===== config.mk =====
export PLATFORM = sky130hd
export DESIGN_NAME = bpc_port_top
export DESIGN_NICKNAME = d
export VERILOG_FILES = /design/src/verilog/bpc_pkg.sv /design/src/verilog/bpc_if.sv /design/src/verilog/bpc_change_det.sv /design/src/verilog/bpc_irq_reg.sv /design/src/verilog/bpc_port_top.sv
export SDC_FILE = /design/constraint.sdc
export NUM_CORES = 1
export LEC_CHECK = 0
export BUFFER_PORTS_ARGS = -buffer_cell sky130_fd_sc_hd__buf_4
export CAP_MARGIN = 10
export CORE_MARGIN = 2
export CORE_UTILIZATION = 55
export CTS_CLUSTER_DIAMETER = 40
export CTS_CLUSTER_SIZE = 30
export DETAILED_ROUTE_END_ITERATION = 8
export GPL_TIMING_DRIVEN = 0
export PLACE_DENSITY = 0.89
export SLEW_MARGIN = 40
export SYNTH_ARGS = -nofsm -noshare
export SYNTH_HDL_FRONTEND = slang
export SYNTH_SLANG_ARGS = --single-unit

===== constraint.sdc =====
create_clock -name ref_clk_i -period 3 [get_ports ref_clk_i]
set_input_delay 0.45 -clock ref_clk_i [delete_from_list [all_inputs] [get_ports ref_clk_i]]
set_output_delay 0.45 -clock ref_clk_i [all_outputs]
set_load 0.02 [all_outputs]

===== src/verilog/bpc_pkg.sv =====
/*
  Package for the bidirectional port with change interrupt: register
  offsets, field positions, reset values and write-operation codes.
  Assumes an 8-bit register address and 8-bit data on a plain strobe port.
*/
// Function
// - Eight pins, each with own direction bit
// - Direction one floats pin, zero drives latch
// - Data read returns pins; write updates latch
// - Set and clear writes sample pins, modify, store all bits
// - Option bit seven low enables all pull-ups
// - Output pins never get a pull-up
// - Pull-ups are off after reset
// - Only upper input pins join change compare
// - Mismatch versus last-access reference sets change flag
// - Change event wakes the device from sleep
// - Any data access refreshes the comparison reference
// - Mismatch keeps setting flag; clear after access
// - Change during a read may be missed
// - Pin zero feeds external interrupt, Schmitt in that mode
// - Pin six is programming clock, Schmitt then
// - Pin seven is programming data, Schmitt then
// - Direction and option reset to all ones
package bpc_pkg;

  localparam int unsigned ADDR_W = 8;
  localparam int unsigned DATA_W = 8;

  // Register offsets
  localparam logic [7:0] OFS_IO_DATA      = 8'h06;
  localparam logic [7:0] OFS_CONFIG_OPT   = 8'h81;
  localparam logic [7:0] OFS_IO_DIRECTION = 8'h86;
  localparam logic [7:0] OFS_IRQ_CONTROL  = 8'h0B;
  localparam logic [7:0] OFS_IRQ_MASK     = 8'h8B;
  localparam logic [7:0] OFS_IO_SET       = 8'h16;
  localparam logic [7:0] OFS_IO_CLR       = 8'h26;

  // Field positions
  localparam int unsigned OPT_PULLUP_N_BIT = 7;
  localparam int unsigned IRQ_CHANGE_BIT   = 0;
  localparam int unsigned EXT_IRQ_PIN      = 0;
  localparam int unsigned PROG_CLK_PIN     = 6;
  localparam int unsigned PROG_DATA_PIN    = 7;
  localparam int unsigned CHG_LO_PIN       = 4;
  localparam int unsigned CHG_W            = 4;

  // Reset values
  localparam logic [7:0] RST_DIRECTION = 8'hFF;
  localparam logic [7:0] RST_OPTION    = 8'hFF;
  localparam logic [7:0] RST_LATCH     = 8'h00;
  localparam logic [7:0] RST_ZERO      = 8'h00;

  // Kind of write to the output latch
  typedef enum logic [1:0] {
    WOP_NONE,
    WOP_LOAD,
    WOP_SET,
    WOP_CLR
  } bpc_wop_t;

endpackage


===== src/verilog/bpc_if.sv =====
/*
  Interfaces between the port top and its change detector and interrupt
  register. Assumes one clock shared by all ends.
*/
`timescale 1ns/100ps
interface bpc_chg_if;
  logic [3:0] pins;
  logic [3:0] dir;
  logic       refresh;
  logic       mismatch;
  modport top (output pins, output dir, output refresh, input mismatch);
  modport det (input pins, input dir, input refresh, output mismatch);
endinterface

interface bpc_irq_if;
  logic       event_set;
  logic       wr_ctl;
  logic       wr_mask;
  logic [7:0] wdata;
  logic [7:0] status;
  logic [7:0] mask;
  logic       irq;
  modport top (output event_set, output wr_ctl, output wr_mask, output wdata,
               input status, input mask, input irq);
  modport irq_reg (input event_set, input wr_ctl, input wr_mask, input wdata,
                   output status, output mask, output irq);
endinterface


===== src/verilog/bpc_change_det.sv =====
/*
  Change detector for the upper four pins against a reference taken at the
  last port access. Assumes pins are synchronous to the clock.
*/
`timescale 1ns/100ps
module bpc_change_det
  import bpc_pkg::*;
(
  // Clock and reset
  input  wire logic ref_clk_i,
  input  wire logic rst_n_i,
  // Detector side
  bpc_chg_if.det    chg
);

  logic [3:0] ref_q;
  logic       mismatch_q;

  // Reference captured on every port access; a change in that cycle lands in it
  always_ff @(posedge ref_clk_i or negedge rst_n_i) begin
    if (!rst_n_i) begin
      ref_q <= 4'h0;
    end else if (chg.refresh) begin
      ref_q <= chg.pins;
    end
  end

  // Mismatch of input pins only, ended by the access itself
  always_ff @(posedge ref_clk_i or negedge rst_n_i) begin
    if (!rst_n_i) begin
      mismatch_q <= 1'b0;
    end else if (chg.refresh) begin
      mismatch_q <= 1'b0;
    end else begin
      mismatch_q <= |((chg.pins ^ ref_q) & chg.dir);
    end
  end

  assign chg.mismatch = mismatch_q;

endmodule


===== src/verilog/bpc_irq_reg.sv =====
/*
  Sticky interrupt status with write-one-to-clear, a mask of the same layout
  and one level interrupt. Assumes one clock and single-cycle write strobes.
*/
`timescale 1ns/100ps
module bpc_irq_reg
  import bpc_pkg::*;
(
  // Clock and reset
  input  wire logic ref_clk_i,
  input  wire logic rst_n_i,
  // Register side
  bpc_irq_if.irq_reg irqc
);

  logic status_q;
  logic mask_q;
  logic irq_q;

  // Flag set wins over a clear in the same cycle
  always_ff @(posedge ref_clk_i or negedge rst_n_i) begin
    if (!rst_n_i) begin
      status_q <= 1'b0;
    end else if (irqc.event_set) begin
      status_q <= 1'b1;
    end else if (irqc.wr_ctl && irqc.wdata[IRQ_CHANGE_BIT]) begin
      status_q <= 1'b0;
    end
  end

  // Enable mask
  always_ff @(posedge ref_clk_i or negedge rst_n_i) begin
    if (!rst_n_i) begin
      mask_q <= 1'b0;
    end else if (irqc.wr_mask) begin
      mask_q <= irqc.wdata[IRQ_CHANGE_BIT];
    end
  end

  // Level interrupt from the set and enabled flag
  always_ff @(posedge ref_clk_i or negedge rst_n_i) begin
    if (!rst_n_i) begin
      irq_q <= 1'b0;
    end else begin
      irq_q <= status_q & mask_q;
    end
  end

  assign irqc.status = {7'h00, status_q};
  assign irqc.mask   = {7'h00, mask_q};
  assign irqc.irq    = irq_q;

endmodule


===== src/verilog/bpc_port_top.sv =====
/*
  Eight-bit bidirectional port with per-pin direction, output latch written
  by read-modify-write, global weak pull-up control and change interrupt on
  the upper four pins with wake from sleep.
  Assumes a register master on a plain strobe port, read data one cycle
  after the read strobe, and pin levels synchronous to ref_clk_i. The pad
  ring resolves the wire from pin_o and pin_oe_n_o and applies pull-ups.
  Writes to the set and clear aliases act on the sampled pin levels, so an
  input pin's level lands in its latch bit and shows once the pin turns to
  an output. A plain data write loads the latch as written.
  A pin that moves in the same cycle as a port access becomes the new
  reference and raises no change; keypads should be read only on a change.
  Direction and option reset to all ones, so every pin starts as an input
  with its pull-up off; the latch resets to zero.
  Pull-ups follow the direction and option writes at the same edge.
*/
// The strobed register port is this design's own decision.
`timescale 1ns/100ps
module bpc_port_top
  import bpc_pkg::*;
#(
  parameter int unsigned PINS = 8
)
(
  // Clock and reset
  input  wire logic              ref_clk_i,
  input  wire logic              rst_n_i,
  // Register port
  input  wire logic [ADDR_W-1:0] reg_addr_i,
  input  wire logic [DATA_W-1:0] reg_wdata_i,
  input  wire logic              reg_wr_i,
  input  wire logic              reg_rd_i,
  output logic      [DATA_W-1:0] reg_rdata_o,
  // Port pins
  input  wire logic [PINS-1:0]   pin_i,
  // Pad controls
  output logic      [PINS-1:0]   pin_o,
  output logic      [PINS-1:0]   pin_oe_n_o,
  output logic      [PINS-1:0]   pullup_en_o,
  output logic      [PINS-1:0]   schmitt_sel_o,
  // Mode inputs
  input  wire logic              sleep_i,
  input  wire logic              ext_irq_mode_i,
  input  wire logic              prog_mode_i,
  // Alternate functions
  output logic                   pin0_ext_irq_o,
  output logic                   prog_clk_o,
  output logic                   prog_data_o,
  // Events
  output logic                   wake_o,
  output logic                   irq_o
);

  ////////////////////////////////////////////////////////////////////////////
  // Helpers

  // Decode the kind of latch write from the address
  function automatic bpc_wop_t wop_decode(input logic            wr,
                                          input logic [ADDR_W-1:0] addr);
    bpc_wop_t op;
    op = WOP_NONE;
    if (wr) begin
      case (addr)
        OFS_IO_DATA: op = WOP_LOAD;
        OFS_IO_SET:  op = WOP_SET;
        OFS_IO_CLR:  op = WOP_CLR;
        default:     op = WOP_NONE;
      endcase
    end
    return op;
  endfunction

  // Apply an operation to the sampled pin levels
  function automatic logic [PINS-1:0] rmw_apply(input bpc_wop_t        op,
                                                input logic [PINS-1:0] pins,
                                                input logic [PINS-1:0] wd,
                                                input logic [PINS-1:0] latch);
    logic [PINS-1:0] res;
    res = latch;
    case (op)
      WOP_LOAD: res = wd;
      WOP_SET:  res = pins | wd;
      WOP_CLR:  res = pins & ~wd;
      default:  res = latch;
    endcase
    return res;
  endfunction

  // Strobe aimed at one register offset
  function automatic logic reg_hit(input logic              strobe,
                                   input logic [ADDR_W-1:0] addr,
                                   input logic [ADDR_W-1:0] ofs);
    return strobe && (addr == ofs);
  endfunction

  // Widen a pin-wide value to the register width
  function automatic logic [DATA_W-1:0] to_reg(input logic [PINS-1:0] v);
    return DATA_W'(v);
  endfunction

  ////////////////////////////////////////////////////////////////////////////
  // Declarations

  // Port registers
  logic [PINS-1:0]   latch_q;
  logic [PINS-1:0]   dir_q;
  logic [PINS-1:0]   dir_d;
  logic [DATA_W-1:0] option_q;
  logic [DATA_W-1:0] option_d;
  logic [DATA_W-1:0] rdata_q;

  // Pad controls
  logic [PINS-1:0]   pin_out_q;
  logic [PINS-1:0]   oe_n_q;
  logic [PINS-1:0]   pullup_q;
  logic [PINS-1:0]   schmitt_q;

  // Alternate functions and events
  logic              ext_irq_q;
  logic              prog_clk_q;
  logic              prog_data_q;
  logic              wake_q;
  logic              init_q;

  // Decoded strobes
  bpc_wop_t          wop;
  logic              data_access;
  logic              rd_data;
  logic              wr_dir;
  logic              wr_opt;
  logic [PINS-1:0]   wdata_p;

  // Links to the change detector and the interrupt register
  bpc_chg_if chg ();
  bpc_irq_if irqc ();

  ////////////////////////////////////////////////////////////////////////////
  // Address decode

  // Strobe qualification per register
  assign wop         = wop_decode(reg_wr_i, reg_addr_i);
  assign rd_data     = reg_hit(reg_rd_i, reg_addr_i, OFS_IO_DATA);
  assign wr_dir      = reg_hit(reg_wr_i, reg_addr_i, OFS_IO_DIRECTION);
  assign wr_opt      = reg_hit(reg_wr_i, reg_addr_i, OFS_CONFIG_OPT);
  assign wdata_p     = reg_wdata_i[PINS-1:0];
  assign data_access = (wop != WOP_NONE) || rd_data;

  // Next direction and option, so pads and pull-ups follow a write at once
  assign dir_d    = wr_dir ? wdata_p : dir_q;
  assign option_d = wr_opt ? reg_wdata_i : option_q;

  ////////////////////////////////////////////////////////////////////////////
  // Port registers

  // Output latch: set and clear writes sample pins, modify, store all bits; a data write loads as written
  always_ff @(posedge ref_clk_i or negedge rst_n_i) begin
    if (!rst_n_i) begin
      latch_q <= RST_LATCH;
    end else begin
      latch_q <= rmw_apply(wop, pin_i, wdata_p, latch_q);
    end
  end

  // Direction register, one bit per pin
  always_ff @(posedge ref_clk_i or negedge rst_n_i) begin
    if (!rst_n_i) begin
      dir_q <= RST_DIRECTION[PINS-1:0];
    end else if (wr_dir) begin
      dir_q <= wdata_p;
    end
  end

  // Option register; only the pull-up bit is used here
  always_ff @(posedge ref_clk_i or negedge rst_n_i) begin
    if (!rst_n_i) begin
      option_q <= RST_OPTION;
    end else if (wr_opt) begin
      option_q <= reg_wdata_i;
    end
  end

  ////////////////////////////////////////////////////////////////////////////
  // Read path

  // Read data stand for the one cycle after the strobe
  // Aliases and unmapped offsets read as zero
  always_ff @(posedge ref_clk_i or negedge rst_n_i) begin
    if (!rst_n_i) begin
      rdata_q <= RST_ZERO;
    end else if (reg_rd_i) begin
      case (reg_addr_i)
        OFS_IO_DATA:      rdata_q <= to_reg(pin_i);
        OFS_IO_DIRECTION: rdata_q <= to_reg(dir_q);
        OFS_CONFIG_OPT:   rdata_q <= option_q;
        OFS_IRQ_CONTROL:  rdata_q <= irqc.status;
        OFS_IRQ_MASK:     rdata_q <= irqc.mask;
        default:          rdata_q <= RST_ZERO;
      endcase
    end else begin
      rdata_q <= RST_ZERO;
    end
  end

  ////////////////////////////////////////////////////////////////////////////
  // Pin drivers

  // Driven value: a copy of the latch, updated at the same edge
  always_ff @(posedge ref_clk_i or negedge rst_n_i) begin
    if (!rst_n_i) begin
      pin_out_q <= RST_LATCH[PINS-1:0];
    end else begin
      pin_out_q <= rmw_apply(wop, pin_i, wdata_p, latch_q);
    end
  end

  // Enable low drives the latch, high floats the pin
  always_ff @(posedge ref_clk_i or negedge rst_n_i) begin
    if (!rst_n_i) begin
      oe_n_q <= RST_DIRECTION[PINS-1:0];
    end else begin
      oe_n_q <= dir_d;
    end
  end

  // Pull-ups: global active-low enable, never on an output pin; they take
  // the next direction so a pin never drives against its own pull-up
  always_ff @(posedge ref_clk_i or negedge rst_n_i) begin
    if (!rst_n_i) begin
      pullup_q <= RST_ZERO[PINS-1:0];
    end else begin
      pullup_q <= {PINS{~option_d[OPT_PULLUP_N_BIT]}} & dir_d;
    end
  end

  ////////////////////////////////////////////////////////////////////////////
  // Alternate functions

  // Schmitt input buffer on pins serving an alternate function
  always_ff @(posedge ref_clk_i or negedge rst_n_i) begin
    if (!rst_n_i) begin
      schmitt_q <= RST_ZERO[PINS-1:0];
    end else begin
      schmitt_q                <= RST_ZERO[PINS-1:0];
      schmitt_q[EXT_IRQ_PIN]   <= ext_irq_mode_i;
      schmitt_q[PROG_CLK_PIN]  <= prog_mode_i;
      schmitt_q[PROG_DATA_PIN] <= prog_mode_i;
    end
  end

  // External interrupt tap on pin zero; its edge logic lives elsewhere
  always_ff @(posedge ref_clk_i or negedge rst_n_i) begin
    if (!rst_n_i) begin
      ext_irq_q <= 1'b0;
    end else begin
      ext_irq_q <= pin_i[EXT_IRQ_PIN];
    end
  end

  // Programming clock tap, quiet outside programming mode
  always_ff @(posedge ref_clk_i or negedge rst_n_i) begin
    if (!rst_n_i) begin
      prog_clk_q <= 1'b0;
    end else begin
      prog_clk_q <= prog_mode_i & pin_i[PROG_CLK_PIN];
    end
  end

  // Programming data tap, quiet outside programming mode
  always_ff @(posedge ref_clk_i or negedge rst_n_i) begin
    if (!rst_n_i) begin
      prog_data_q <= 1'b0;
    end else begin
      prog_data_q <= prog_mode_i & pin_i[PROG_DATA_PIN];
    end
  end

  ////////////////////////////////////////////////////////////////////////////
  // Change detection and interrupt

  // First cycle after reset takes the reference without a false change,
  // even though the pins may have moved while reset was held
  always_ff @(posedge ref_clk_i or negedge rst_n_i) begin
    if (!rst_n_i) begin
      init_q <= 1'b1;
    end else begin
      init_q <= 1'b0;
    end
  end

  // Upper nibble and its direction bits go to the detector
  assign chg.pins    = pin_i[CHG_LO_PIN +: CHG_W];
  assign chg.dir     = dir_q[CHG_LO_PIN +: CHG_W];
  assign chg.refresh = data_access | init_q;

  // Change detector against the last-access reference
  bpc_change_det u_change_det (
    .ref_clk_i (ref_clk_i),
    .rst_n_i   (rst_n_i),
    .chg       (chg.det)
  );

  // Mismatch keeps setting the flag; W1C clear at irq_control
  assign irqc.event_set = chg.mismatch;
  assign irqc.wr_ctl    = reg_hit(reg_wr_i, reg_addr_i, OFS_IRQ_CONTROL);
  assign irqc.wr_mask   = reg_hit(reg_wr_i, reg_addr_i, OFS_IRQ_MASK);
  assign irqc.wdata     = reg_wdata_i;

  // Sticky flag, enable mask and level interrupt
  bpc_irq_reg u_irq_reg (
    .ref_clk_i (ref_clk_i),
    .rst_n_i   (rst_n_i),
    .irqc      (irqc.irq_reg)
  );

  // Wake request while asleep and a change is flagged
  always_ff @(posedge ref_clk_i or negedge rst_n_i) begin
    if (!rst_n_i) begin
      wake_q <= 1'b0;
    end else begin
      wake_q <= sleep_i & irqc.status[IRQ_CHANGE_BIT];
    end
  end

  ////////////////////////////////////////////////////////////////////////////
  // Outputs

  // Register port
  assign reg_rdata_o    = rdata_q;

  // Pads
  assign pin_o          = pin_out_q;
  assign pin_oe_n_o     = oe_n_q;
  assign pullup_en_o    = pullup_q;
  assign schmitt_sel_o  = schmitt_q;

  // Alternate functions
  assign pin0_ext_irq_o = ext_irq_q;
  assign prog_clk_o     = prog_clk_q;
  assign prog_data_o    = prog_data_q;

  // Events
  assign wake_o         = wake_q;
  assign irq_o          = irqc.irq;

endmodule


[After elaboration in Yosys (flattened, before gate mapping)]
Cells that the tools add are included.
Widths: inputs -> output; s select.
Storage, ports and cells
  word-level logic and storage cells: 60
  input bits: 31
  output and inout port bits: 45
  flip-flop bits (word level): 55
Operators by class
  muxes and demuxes: 10
  equality and inequality tests: 10
  reduce and logical (&&, ||, !) cells: 11
  bitwise gates (word level): 12
Operator list (count)
  $pmux 8 s5: 1
  $eq 8x8->1 const B: 3
  $mux 8: 3
  $pmux 8 s3: 1
  $and 8x8->8: 2
  $eq 8x3->1 const B: 1
  $eq 8x4->1 const B: 1
  $eq 8x5->1 const B: 1
  $eq 8x6->1 const B: 1
  $not 8->8: 1
  $or 8x8->8: 1
  $logic_and 1x1->1: 6
  $pmux 2 s3: 1
  $and 1x1->1: 4
  $and 4x4->4: 1
  $eq 2x2->1 const B: 2
  $reduce_bool 2->1: 2
  $reduce_or 4->1: 1
  $xor 4x4->4: 1
  $mux 1: 3
  $reduce_bool 3->1: 1
  $eq 2x1->1 const B: 1
  $mux 2: 1
  $logic_or 1x1->1: 1
  other kinds (2): 2

[Depth between registers and ports, before layout]
Gate-level depths: netlist of the first run.
  depth after elaboration: 7
  mapped depth: 6
  depth with buffers taken out: 4

[Hierarchy]
A second synthesis of the first run with hierarchy kept.
Second synthesis, totals
  cell total of the unflattened synthesis: 246
  area, all modules: 2786.4 sq um
By module, submodules not included
  bpc_port_top: seq. area each 1197.4 sq um, area an instance 2329.7 sq um, cells each 206, times used 1
  bpc_irq_reg: seq. area each 75.1 sq um, area an instance 231.5 sq um, cells each 24, times used 1
  bpc_change_det: seq. area each 125.1 sq um, area an instance 225.2 sq um, cells each 16, times used 1

[Least setup slack after synthesis of the first run]
No wires, ideal clock.
  path type: input-to-reg
  start point: input reg_addr_i[4]
  end point: register pullup_q[0], in the netlist pullup_en_o[0]
  library setup time: 0.120 ns
  arrival time: 1.587 ns
  data required time: 2.880 ns
  slack: 1.293 ns
  path buffers: 1
  stages: 5
  path through: buf_6 > nor4b_4 > nand3_2 > mux2_2 > nor2b_1
Between the ends
  elaborated cells between the ends (all ways): 8
  classes of those cells: 2 x eq/ne; 2 x mux; 2 x bitwise; 2 x reduce/logical
RTL lines
  start, declared: line bpc_port_top.sv:29  | input wire logic [ADDR_W-1:0] reg_addr_i,
  $eq 8x8->1: line bpc_port_top.sv:93  | return strobe && (addr == ofs);
  $logic_and 1x1->1: line bpc_port_top.sv:93
  $mux 8
  via dir_d[0]: line bpc_port_top.sv:107  | logic [PINS-1:0] dir_d;
  $and 8x8->8: line bpc_port_top.sv:231  | pullup_q <= {PINS{~option_d[OPT_PULLUP_N_BIT]}} & dir_d;
  end signal, assigned: line bpc_port_top.sv:229  | pullup_q <= RST_ZERO[PINS-1:0];
  end signal, assigned: line bpc_port_top.sv:231
  end, declared: line bpc_port_top.sv:115  | logic [PINS-1:0] pullup_q;
The timed path passes the listed nets, and every way through them passes these cells.
A chain may end at the register's enable or synchronous reset.

[Final worst setup path of the first run]
  start point: input reg_addr_i[1]
  end point: register pullup_q[0], in the netlist pullup_en_o[0]
Between the ends
  word-level cells in the longest chain between the ends: 5
  elaborated cells between the ends (all ways): 8
  classes of those cells: 2 x eq/ne; 2 x mux; 2 x bitwise; 2 x reduce/logical
RTL lines
  $eq 8x8->1: line bpc_port_top.sv:93
  $logic_and 1x1->1: line bpc_port_top.sv:93
  $mux 8
  via option_d[7]: line bpc_port_top.sv:109  | logic [DATA_W-1:0] option_d;
  $not 1->1: line bpc_port_top.sv:231
  $and 8x8->8: line bpc_port_top.sv:231
The timed path passes the listed nets, and every way through them passes these cells.

==> out/results.tsv, run 1 <==
metric	value	unit
dieHeight	72.6	um
grt_antenna_before_repair	0	
syn_area	2590	sq um
htree_levels	2	
fin_nets	320	
vias_per_cell	5.62	
power.density	448	nW/um^2
synthCells	209	
finalCritPeriodShare	59.1	%
critPathArrivalTime	2010	ps
tightest_slew	666	ps
grtUsageTotal	24.1	%
rr_startpoint	init_q	
clockBufferDepth	2	
dr.first_iter.drc_count	190	
wire_per_inst	17.4	um
cts_resized	0	
syn2layout_area_growth	26.1	%
final_cells	342	
mostFrequentLayoutCells	74 x buf_4, 38 x dfrtp_1, 24 x mux2_2, 17 x dfstp_2, 13 x nor2b_1	
grt-ovfl-total	0	
max-cap-violations	0	
slew_headroom	55.6	%
rows	24	
rsz0062_at_grt	no	
cts_tree	yes	
hp-class	in2async	
slew_viol_final	0	
numCtsBuffers	5	
nFillCells	333	
firstDrtPassIters	4	
dr_total_vias	1923	
die_x	72.6	um
synth_edf_count	0	
place_hpwl	4240	um
ys_types	40	
fin_util	73.5	%
port_buffers	68	
leakage	1.57	nW
ios	76	
fin_skew	7.04	ps
grt_pass1_wl	9520	um
die_area	5270	sq um
outcome	finished clean	
timing.setup.tns	0	ps
worst-setup-path-type	in2reg	
endpoint_kind	register	
fp.coreArea	4440	sq um
n_antenna_cell	0	
finalHoldViolCount	0	
final_common_cell	buf_4	
synth_seq_area_share	54.0	%
rr_worst_depth	4	
startpoint	reg_addr_i[1]	
cts-hold-fix-buffers	0	
drc	0	
grt_max_degree	56	
drtAntennaViolNets	0	
dpl.cell_count	334	
drive_above_1_share	46.6	%
finalPower	0.00146	W
cts_setup_buffers	0	
vdd_drop_max	0.000296	V
fmax	564	MHz
clk_latency	300	ps
avgSynthCellArea	12.4	sq um
drt_wl_total	5940	um
synth_ff_type	dfrtp_1	
worstReg2RegEnd	u_change_det.ref_q[1]	
worstPathRequired	3230	ps
startpoint_type	primary input	
cts.sinks	55	
async_flop_share	100	%
worstPathMaxFanout	9	
clkTransAtPathRegs	90	ps
grt_pass1_vias	1880	
cts_root_buf	clkbuf_8	
setup.worst_path.end	pullup_en_o[0]	
ys_seq_elements	55	
gp_congestion	0.908	
r2r_setup_slack	1600	ps
finalSetupViolCount	0	
yosysWarnings	0	
start_util	58.3	%
finalCriticalPeriod	1770	ps
-- final cells by class --
type | count | area [sq um] | area share [%]
tap | 52 | 65.1 | 1.99
sequential | 55 | 1400 | 42.8
multi-input combinational | 137 | 1090 | 33.5
clock buffer | 7 | 76.3 | 2.34
timing repair buffer | 68 | 510 | 15.6
inverter | 8 | 30.0 | 0.920
clock inverter | 1 | 5.00 | 0.153
buffer | 14 | 86.3 | 2.64
-- how the worst min path moves through the flow --
| stage | cells past startpoint | endpoint | startpoint |
|---|---|---|---|
| after floorplan | 0 | pin0_ext_irq_o | rst_n_i |
| after global placement | 1 | u_irq_reg.status_q | u_change_det.chg.mismatch |
| after detailed placement | 1 | u_irq_reg.status_q | u_change_det.chg.mismatch |
| after CTS | 1 | schmitt_sel_o[0] | rst_n_i |
| after global routing | 1 | schmitt_sel_o[0] | rst_n_i |
| final | 1 | schmitt_sel_o[0] | rst_n_i |
-- where the power goes --
group          internal, W  switching, W
combinational     0.000117      0.000136
sequential        0.000796     0.0000286
clock             0.000164      0.000221
-- critical path: stages --
cell	delay, ps
buf_4	130
nor4b_4	620
nand3_4	230
mux2_4	430
nor2b_1	140
-- synth_stat cells, types with 2 or more instances --
cell type,instances,area (sq um)
and2_1,12,75.1
clkbuf_1,4,15.0
nor4b_4,2,47.6
o211ai_1,4,30.0
nand3_1,9,45.0
dfrtp_1,38,951
nand3_2,2,20.0
a22oi_1,12,90.1
o31ai_1,8,60.1
inv_1,8,30.0
nand2b_1,9,56.3
buf_4,6,45.0
nor2b_1,13,81.3
o2bb2ai_1,7,61.3
xor2_1,5,43.8
mux2_2,24,270
nand2_1,4,15.0
dfstp_2,17,447
nand4_1,2,12.5
buf_2,3,15.0
-- cell families (layout without fill, tap and decap cells) --
logic type / count (synthesis) / count (layout) / share of synthesized area [%]
simple gates: 62 / 62 / 16.9
flops: 55 / 55 / 54.0
compound gates: 39 / 39 / 11.8
mux: 25 / 25 / 11.0
buf+inv: 22 / 98 / 4.49
xor+xnor: 5 / 5 / 1.69
other cells: 1 / 6 / 0.145
-- per-layer routing --
layer | vias to the layer above | track usage, % | share of wire, % | wire length, um
li1 | 901 | - | - | -
met1 | 929 | 32.4 | 41 | 2460
met2 | 85 | 38.9 | 50 | 2970
met3 | 8 | 5.39 | 7.2 | 425
met4 | 0 | 8.02 | 1.3 | 79
met5 | - | 0 | 0 | 0
-- per-stage QoR --
step / area [sq um] / hold WS [ps] / worst slack [ps]
after floorplan: 2610 / 154 / 1290
final: 3270 / 179 / 1230
after global placement: 3180 / 413 / 952
after CTS: 3270 / 197 / 1240
after global routing: 3270 / 224 / 1140
after detailed placement: 3180 / 427 / 915
Power figures use the tool's default switching activity.
==> run 2, diff against run 1 <==
Settings changed: CORE_UTILIZATION 55 to 46, PLACE_DENSITY 0.89 to 0.8.
Clock period 3 ns to 1.45 ns, I/O delays scaled along.
==> run 2 against run 1 <==
  * Critical path depth unchanged
  * Critical path type unchanged
  * Cell count up 7.3%
  * Worst setup slack worse by 1100 ps
  * First-iteration DRC count down 27%
  * Via count down 0.16%
  * Critical endpoint is now reg_rdata_o[4]
  * Sequential cell count unchanged
==> out/results.tsv, run 2 (synthesis gave the netlist of run 1 again) <==
metric	value	unit	change
worstPathRequired	1700	ps	-1530 ps
finalCritPeriodShare	94.2	%	
vdd_drop_max	0.000547	V	+85%
dpl.cell_count	354		+6.0%
drive_above_1_share	48.1	%	+1.6 points
numCtsBuffers	5		unchanged
syn2layout_area_growth	30.9	%	
fp.coreArea	5470	sq um	+23%
rsz0062_at_grt	no		
grtUsageTotal	20.0	%	-4.1 points
grt_pass1_wl	9580	um	+0.58%
drc	0		unchanged
start_util	47.3	%	-11 points
grt_max_degree	56		unchanged
multi_input_area	1120	sq um	+1.9%
tightest_slew	652	ps	-13.9 ps
switching_power	0.000819	W	+110%
place_hpwl	4170	um	-1.5%
clkPwrFrac	30.6	%	+4.2 points
grt_pass1_vias	1953		+3.9%
fin_util	62.0	%	-12 points
finalSetupViolCount	0		unchanged
finalCriticalPeriod	1370	ps	
grt_antenna_before_repair	0		unchanged
final_common_cell	buf_4		
drtAntennaViolNets	0		unchanged
endpoint_kind	register		
dieHeight	79.0	um	+8.8%
final_cells	367		+7.3%
finalPower	0.00322	W	+120%
seqCellArea	1400	sq um	unchanged
leakage	1.61	nW	+2.6%
pwr-share-comb	16.3	%	-1.0 points
cts.sinks	55		unchanged
clk_latency	310	ps	about the same
fin_nets	326		+1.9%
fmax	732	MHz	
critPathArrivalTime	1610	ps	-400 ps
htree_levels	2		unchanged
placed_cell_area	3210	sq um	+0.79%
port_buffers	68		unchanged
n_antenna_cell	0		unchanged
die_area	6250	sq um	+18%
sequentialPowerShare	53.1	%	-3.3 points
internal_power	0.00240	W	+120%
mostFrequentLayoutCells	79 x buf_4, 38 x dfrtp_1, 24 x mux2_2, 17 x dfstp_2, 13 x nor2b_1		
startpoint_type	primary input		
dr.first_iter.drc_count	139		-27%
wire_per_inst	16.1	um	-7.4%
outcome	finished clean		
clkTransAtPathRegs	90	ps	about the same
clockBufferDepth	2		unchanged
worst-setup-path-type	in2reg		
firstDrtPassIters	4		unchanged
nFillCells	465		+40%
finalHoldViolCount	0		unchanged
worstPathMaxFanout	7		-2
grt-ovfl-total	0		unchanged
gp_congestion	0.919		+1.2%
drt_wl_total	5900	um	-0.66%
post-route-cell-area	3390	sq um	+3.8%
power.density	950	nW/um^2	+110%
fin_skew	5.42	ps	-1.62 ps
hp-class	in2reg		
ios	76		unchanged
die_x	79.0	um	+8.8%
vias_per_cell	5.23		-7.0%
netSwitchingFraction	25.4	%	-0.95 points
dr_total_vias	1920		-0.16%
cts_root_buf	clkbuf_8		
rows	27		+13%
cts_tree	yes		
slew_headroom	56.5	%	+0.92 points
max-cap-violations	0		unchanged
slew_viol_final	0		unchanged
-- run 2: layout make-up --
| cell class | instances | area share [%] |
|---|---|---|
| buffer | 13 | 2.44 |
| clock buffer | 5 | 2.03 |
| clock inverter | 2 | 1.11 |
| inverter | 8 | 0.886 |
| multi-input combinational | 137 | 32.9 |
| sequential | 55 | 41.2 |
| tap | 72 | 2.66 |
| timing repair buffer | 75 | 16.8 |
-- run 2: through the flow --
step | TNS [ps] | hold WS [ps] | worst slack [ps]
floorplan | -195 | -78.1 | -24.5
global placement | -10230 | 300 | -410
detailed placement | -9950 | 299 | -383
CTS | 0 | 1.86 | 25.9
global route | 0 | 13.8 | 29.7
finish | 0 | 29.0 | 84.5
-- run 2: layer usage --
metal	vias up	part of all wire [%]	global-route usage (%)	wire (um)
met3	6	7.1	5.11	416
li1	908	-	-	-
met2	67	50	32.1	2940
met5	-	0	0	0
met1	939	42	26.2	2480
met4	0	1.2	7.41	68
-- run 2: power groups by stage --
stage          Combinational [W]  Clock [W]  Sequential, W
6_report                0.000526   0.000984        0.00171
4_1_cts                 0.000526    0.00102        0.00171
3_5_place_dp            0.000519          0        0.00173
3_3_place_gp            0.000509          0        0.00173
2_1_floorplan           0.000208          0        0.00179
5_1_grt                 0.000575    0.00108        0.00172
-- run 2: critical path, stage by stage --
cell and delay (ps):
buf_4 140, or4b_2 670, clkbuf_1 220, o2bb2ai_1 220, and2_1 140
-- run 2: worst paths after layout --
check                                                  to                       from  depth (start not counted)  slack (ps)
worst min-delay path                     schmitt_sel_o[6]                prog_mode_i                          1          30
min in group asynchronous                schmitt_sel_o[0]                    rst_n_i                          2         480
worst max-delay path                       reg_rdata_o[4]              reg_addr_i[5]                          5          80
worst min register to register         u_irq_reg.status_q  u_change_det.chg.mismatch                          1         440
max in group asynchronous           u_change_det.ref_q[0]                    rst_n_i                          2         540
worst max register to register  u_change_det.chg.mismatch      u_change_det.ref_q[3]                          4         260
-- run 2: timing repair --
action / CTS / global route
hold endpoints to repair: 38 / 1
gates resized for setup: 0 / 3
buffers inserted: 3 / 2
pin swaps: 1 / 0
hold buffers: 1 / 1
endpoints found under the setup margin: 9 / 23
==> run 3, diff against run 2 <==
Settings changed: CORE_MARGIN 2 to not set.
==> run 3 against run 2 <==
  * Critical path depth did not move
  * Die area is 5.0% lower
  * Clock power fell by 7.8%
  * Critical endpoint is now reg_rdata_o[6]
  * Largest power group unchanged
==> out/results.tsv, run 3 (synthesis gave the netlist of run 1 again) <==
metric	value	unit	change
cts.sinks	55		unchanged
worstPathMaxFanout	7		unchanged
leakage	1.60	nW	-0.33%
nFillCells	423		-9.0%
drt-met1-wl	2650	um	+6.9%
n_antenna_cell	0		unchanged
critPathArrivalTime	1650	ps	+40 ps
grtUsageTotal	21.3	%	+1.3 points
die_x	77.0	um	-2.5%
pwr-share-comb	16.9	%	+0.6 points
endpoint_kind	register		
mostFrequentLayoutCells	78 x buf_4, 38 x dfrtp_1, 24 x mux2_2, 17 x dfstp_2, 13 x nor2b_1		
die_area	5930	sq um	-5.0%
finalSetupViolCount	0		unchanged
vdd_drop_max	0.000528	V	-3.5%
dr.first_iter.drc_count	184		+32%
outcome	finished clean		
place_hpwl	4140	um	-0.89%
drive_above_1_share	48.1	%	unchanged
max_stage_delay	660	ps	about the same
worstPathRequired	1700	ps	about the same
vias_per_cell	5.41		+3.4%
htree_levels	2		unchanged
finalCritPeriodShare	96.7	%	+2.6 points
start_util	49.1	%	+1.8 points
clk_latency	310	ps	about the same
syn2layout_area_growth	30.3	%	
ios	76		unchanged
timing.setup.tns	0	ps	unchanged
finalCriticalPeriod	1400	ps	+37.1 ps
rsz0062_at_grt	no		
final_cells	365		-0.54%
tightest_slew	655	ps	+3.18 ps
grt-ovfl-total	0		unchanged
internal_power	0.00233	W	-2.9%
cts_tree	yes		
finalHoldViolCount	0		unchanged
cts_root_buf	clkbuf_8		
drtAntennaViolNets	0		unchanged
switching_power	0.000815	W	-0.46%
slew_headroom	56.3	%	-0.21 points
crit_chain	buf_4 > or4b_2 > clkbuf_1 > o2bb2ai_1 > and2_1		
drt_wl_total	6000	um	+1.8%
grt_antenna_before_repair	0		unchanged
drc	0		unchanged
dr_total_vias	1974		+2.8%
grt_pass1_wl	9560	um	-0.22%
gp_congestion	0.903		-1.8%
fin_skew	5.99	ps	+0.577 ps
wl_met2	2900	um	-1.2%
fin_nets	325		-0.31%
wire_per_inst	16.4	um	+2.4%
fmax	713	MHz	-2.6%
grt_pass1_vias	1872		-4.1%
rows	26		-3.7%
startpoint_type	primary input		
slew_viol_final	0		unchanged
critPathTopFamily	simple AND/OR/NAND/NOR gates		
clkPwrFrac	28.8	%	-1.8 points
power.density	932	nW/um^2	-1.8%
clkTransAtPathRegs	90	ps	about the same
max-cap-violations	0		unchanged
final_common_cell	buf_4		
placed_cell_area	3210	sq um	about the same
dpl.cell_count	352		-0.56%
netSwitchingFraction	25.9	%	+0.48 points
clockBufferDepth	2		unchanged
port_buffers	68		unchanged
top_layer_used	met4		
cp.buffers_inverters	2		unchanged
met3_length	357	um	-14%
dieHeight	77.0	um	-2.5%
slowest_stage	or4b_2		
firstDrtPassIters	4		unchanged
worst-setup-path-type	in2reg		
hp-class	in2reg		
numCtsBuffers	5		unchanged
sequentialPowerShare	54.3	%	+1.2 points
post-route-cell-area	3370	sq um	-0.48%
fp.coreArea	5270	sq um	-3.7%
grt_max_degree	56		unchanged
run 3: changes by cell type in the layout (fill, tap and decap cells not counted), sizes merged:
cell / delta
buf: -1
clkinvlp: -1
clkbuf: +4
dlygate4sd3: -1
bufinv: -1
run 3: power by group through the flow:
stage                     registers [W]  clock network [W]  logic, W
after floorplan                 0.00179                  0  0.000208
after global placement          0.00173                  0  0.000508
after detailed placement        0.00173                  0  0.000522
after CTS                       0.00171           0.000930  0.000529
after global routing            0.00172            0.00100  0.000573
final                           0.00171           0.000907  0.000532
run 3: metal layers:
| layer | track usage [%] | vias to the layer above |
|---|---|---|
| met5 | 0 | - |
| met4 | 7.92 | 0 |
| met3 | 4.29 | 9 |
| met2 | 34.1 | 76 |
| met1 | 28.5 | 976 |
| li1 | - | 913 |
run 3: metrics by stage:
step / util [%] / setup slack, ps / hold WS [ps] / power, W
detailed placement: 60.9 / -400 / 293 / 0.00226
CTS: 63.4 / 6.37 / 11.9 / 0.00317
global route: 64.0 / 12.1 / 6.26 / 0.00330
finish: 64.0 / 47.3 / 22.1 / 0.00315
global placement: 60.9 / -382 / 296 / 0.00224
floorplan: - / -24.5 / -78.1 / 0.00200
run 3: layout make-up:
class | count | area (sq um) | share of cell area (%)
inverters | 8 | 30.0 | 0.890
flip-flops and latches | 55 | 1400 | 41.4
well taps | 70 | 87.6 | 2.60
plain buffers | 14 | 86.3 | 2.56
repair buffers | 73 | 551 | 16.3
clock buffers | 8 | 100 | 2.97
multi-input cells | 137 | 1120 | 33.3
run 3: timing repair:
action,4_1_cts,5_1_grt
setup endpoints to repair,10,15
hold endpoints to repair,38,0
gates resized for setup,0,4
setup buffers,3,1
hold buffers,1,0
pin swaps,1,1
run 3: path summary, 6_finish.rpt:
check	startpoint	endpoint	slack, ps	depth (start not counted)
max	reg_addr_i[5]	reg_rdata_o[6]	50	5
min	ext_irq_mode_i	schmitt_sel_o[0]	20	1
max reg2reg	init_q	u_change_det.ref_q[0]	120	4
min reg2reg	u_change_det.chg.mismatch	u_irq_reg.status_q	450	1
max in group asynchronous	rst_n_i	u_change_det.chg.mismatch	530	2
min in group asynchronous	rst_n_i	u_irq_reg.status_q	470	2
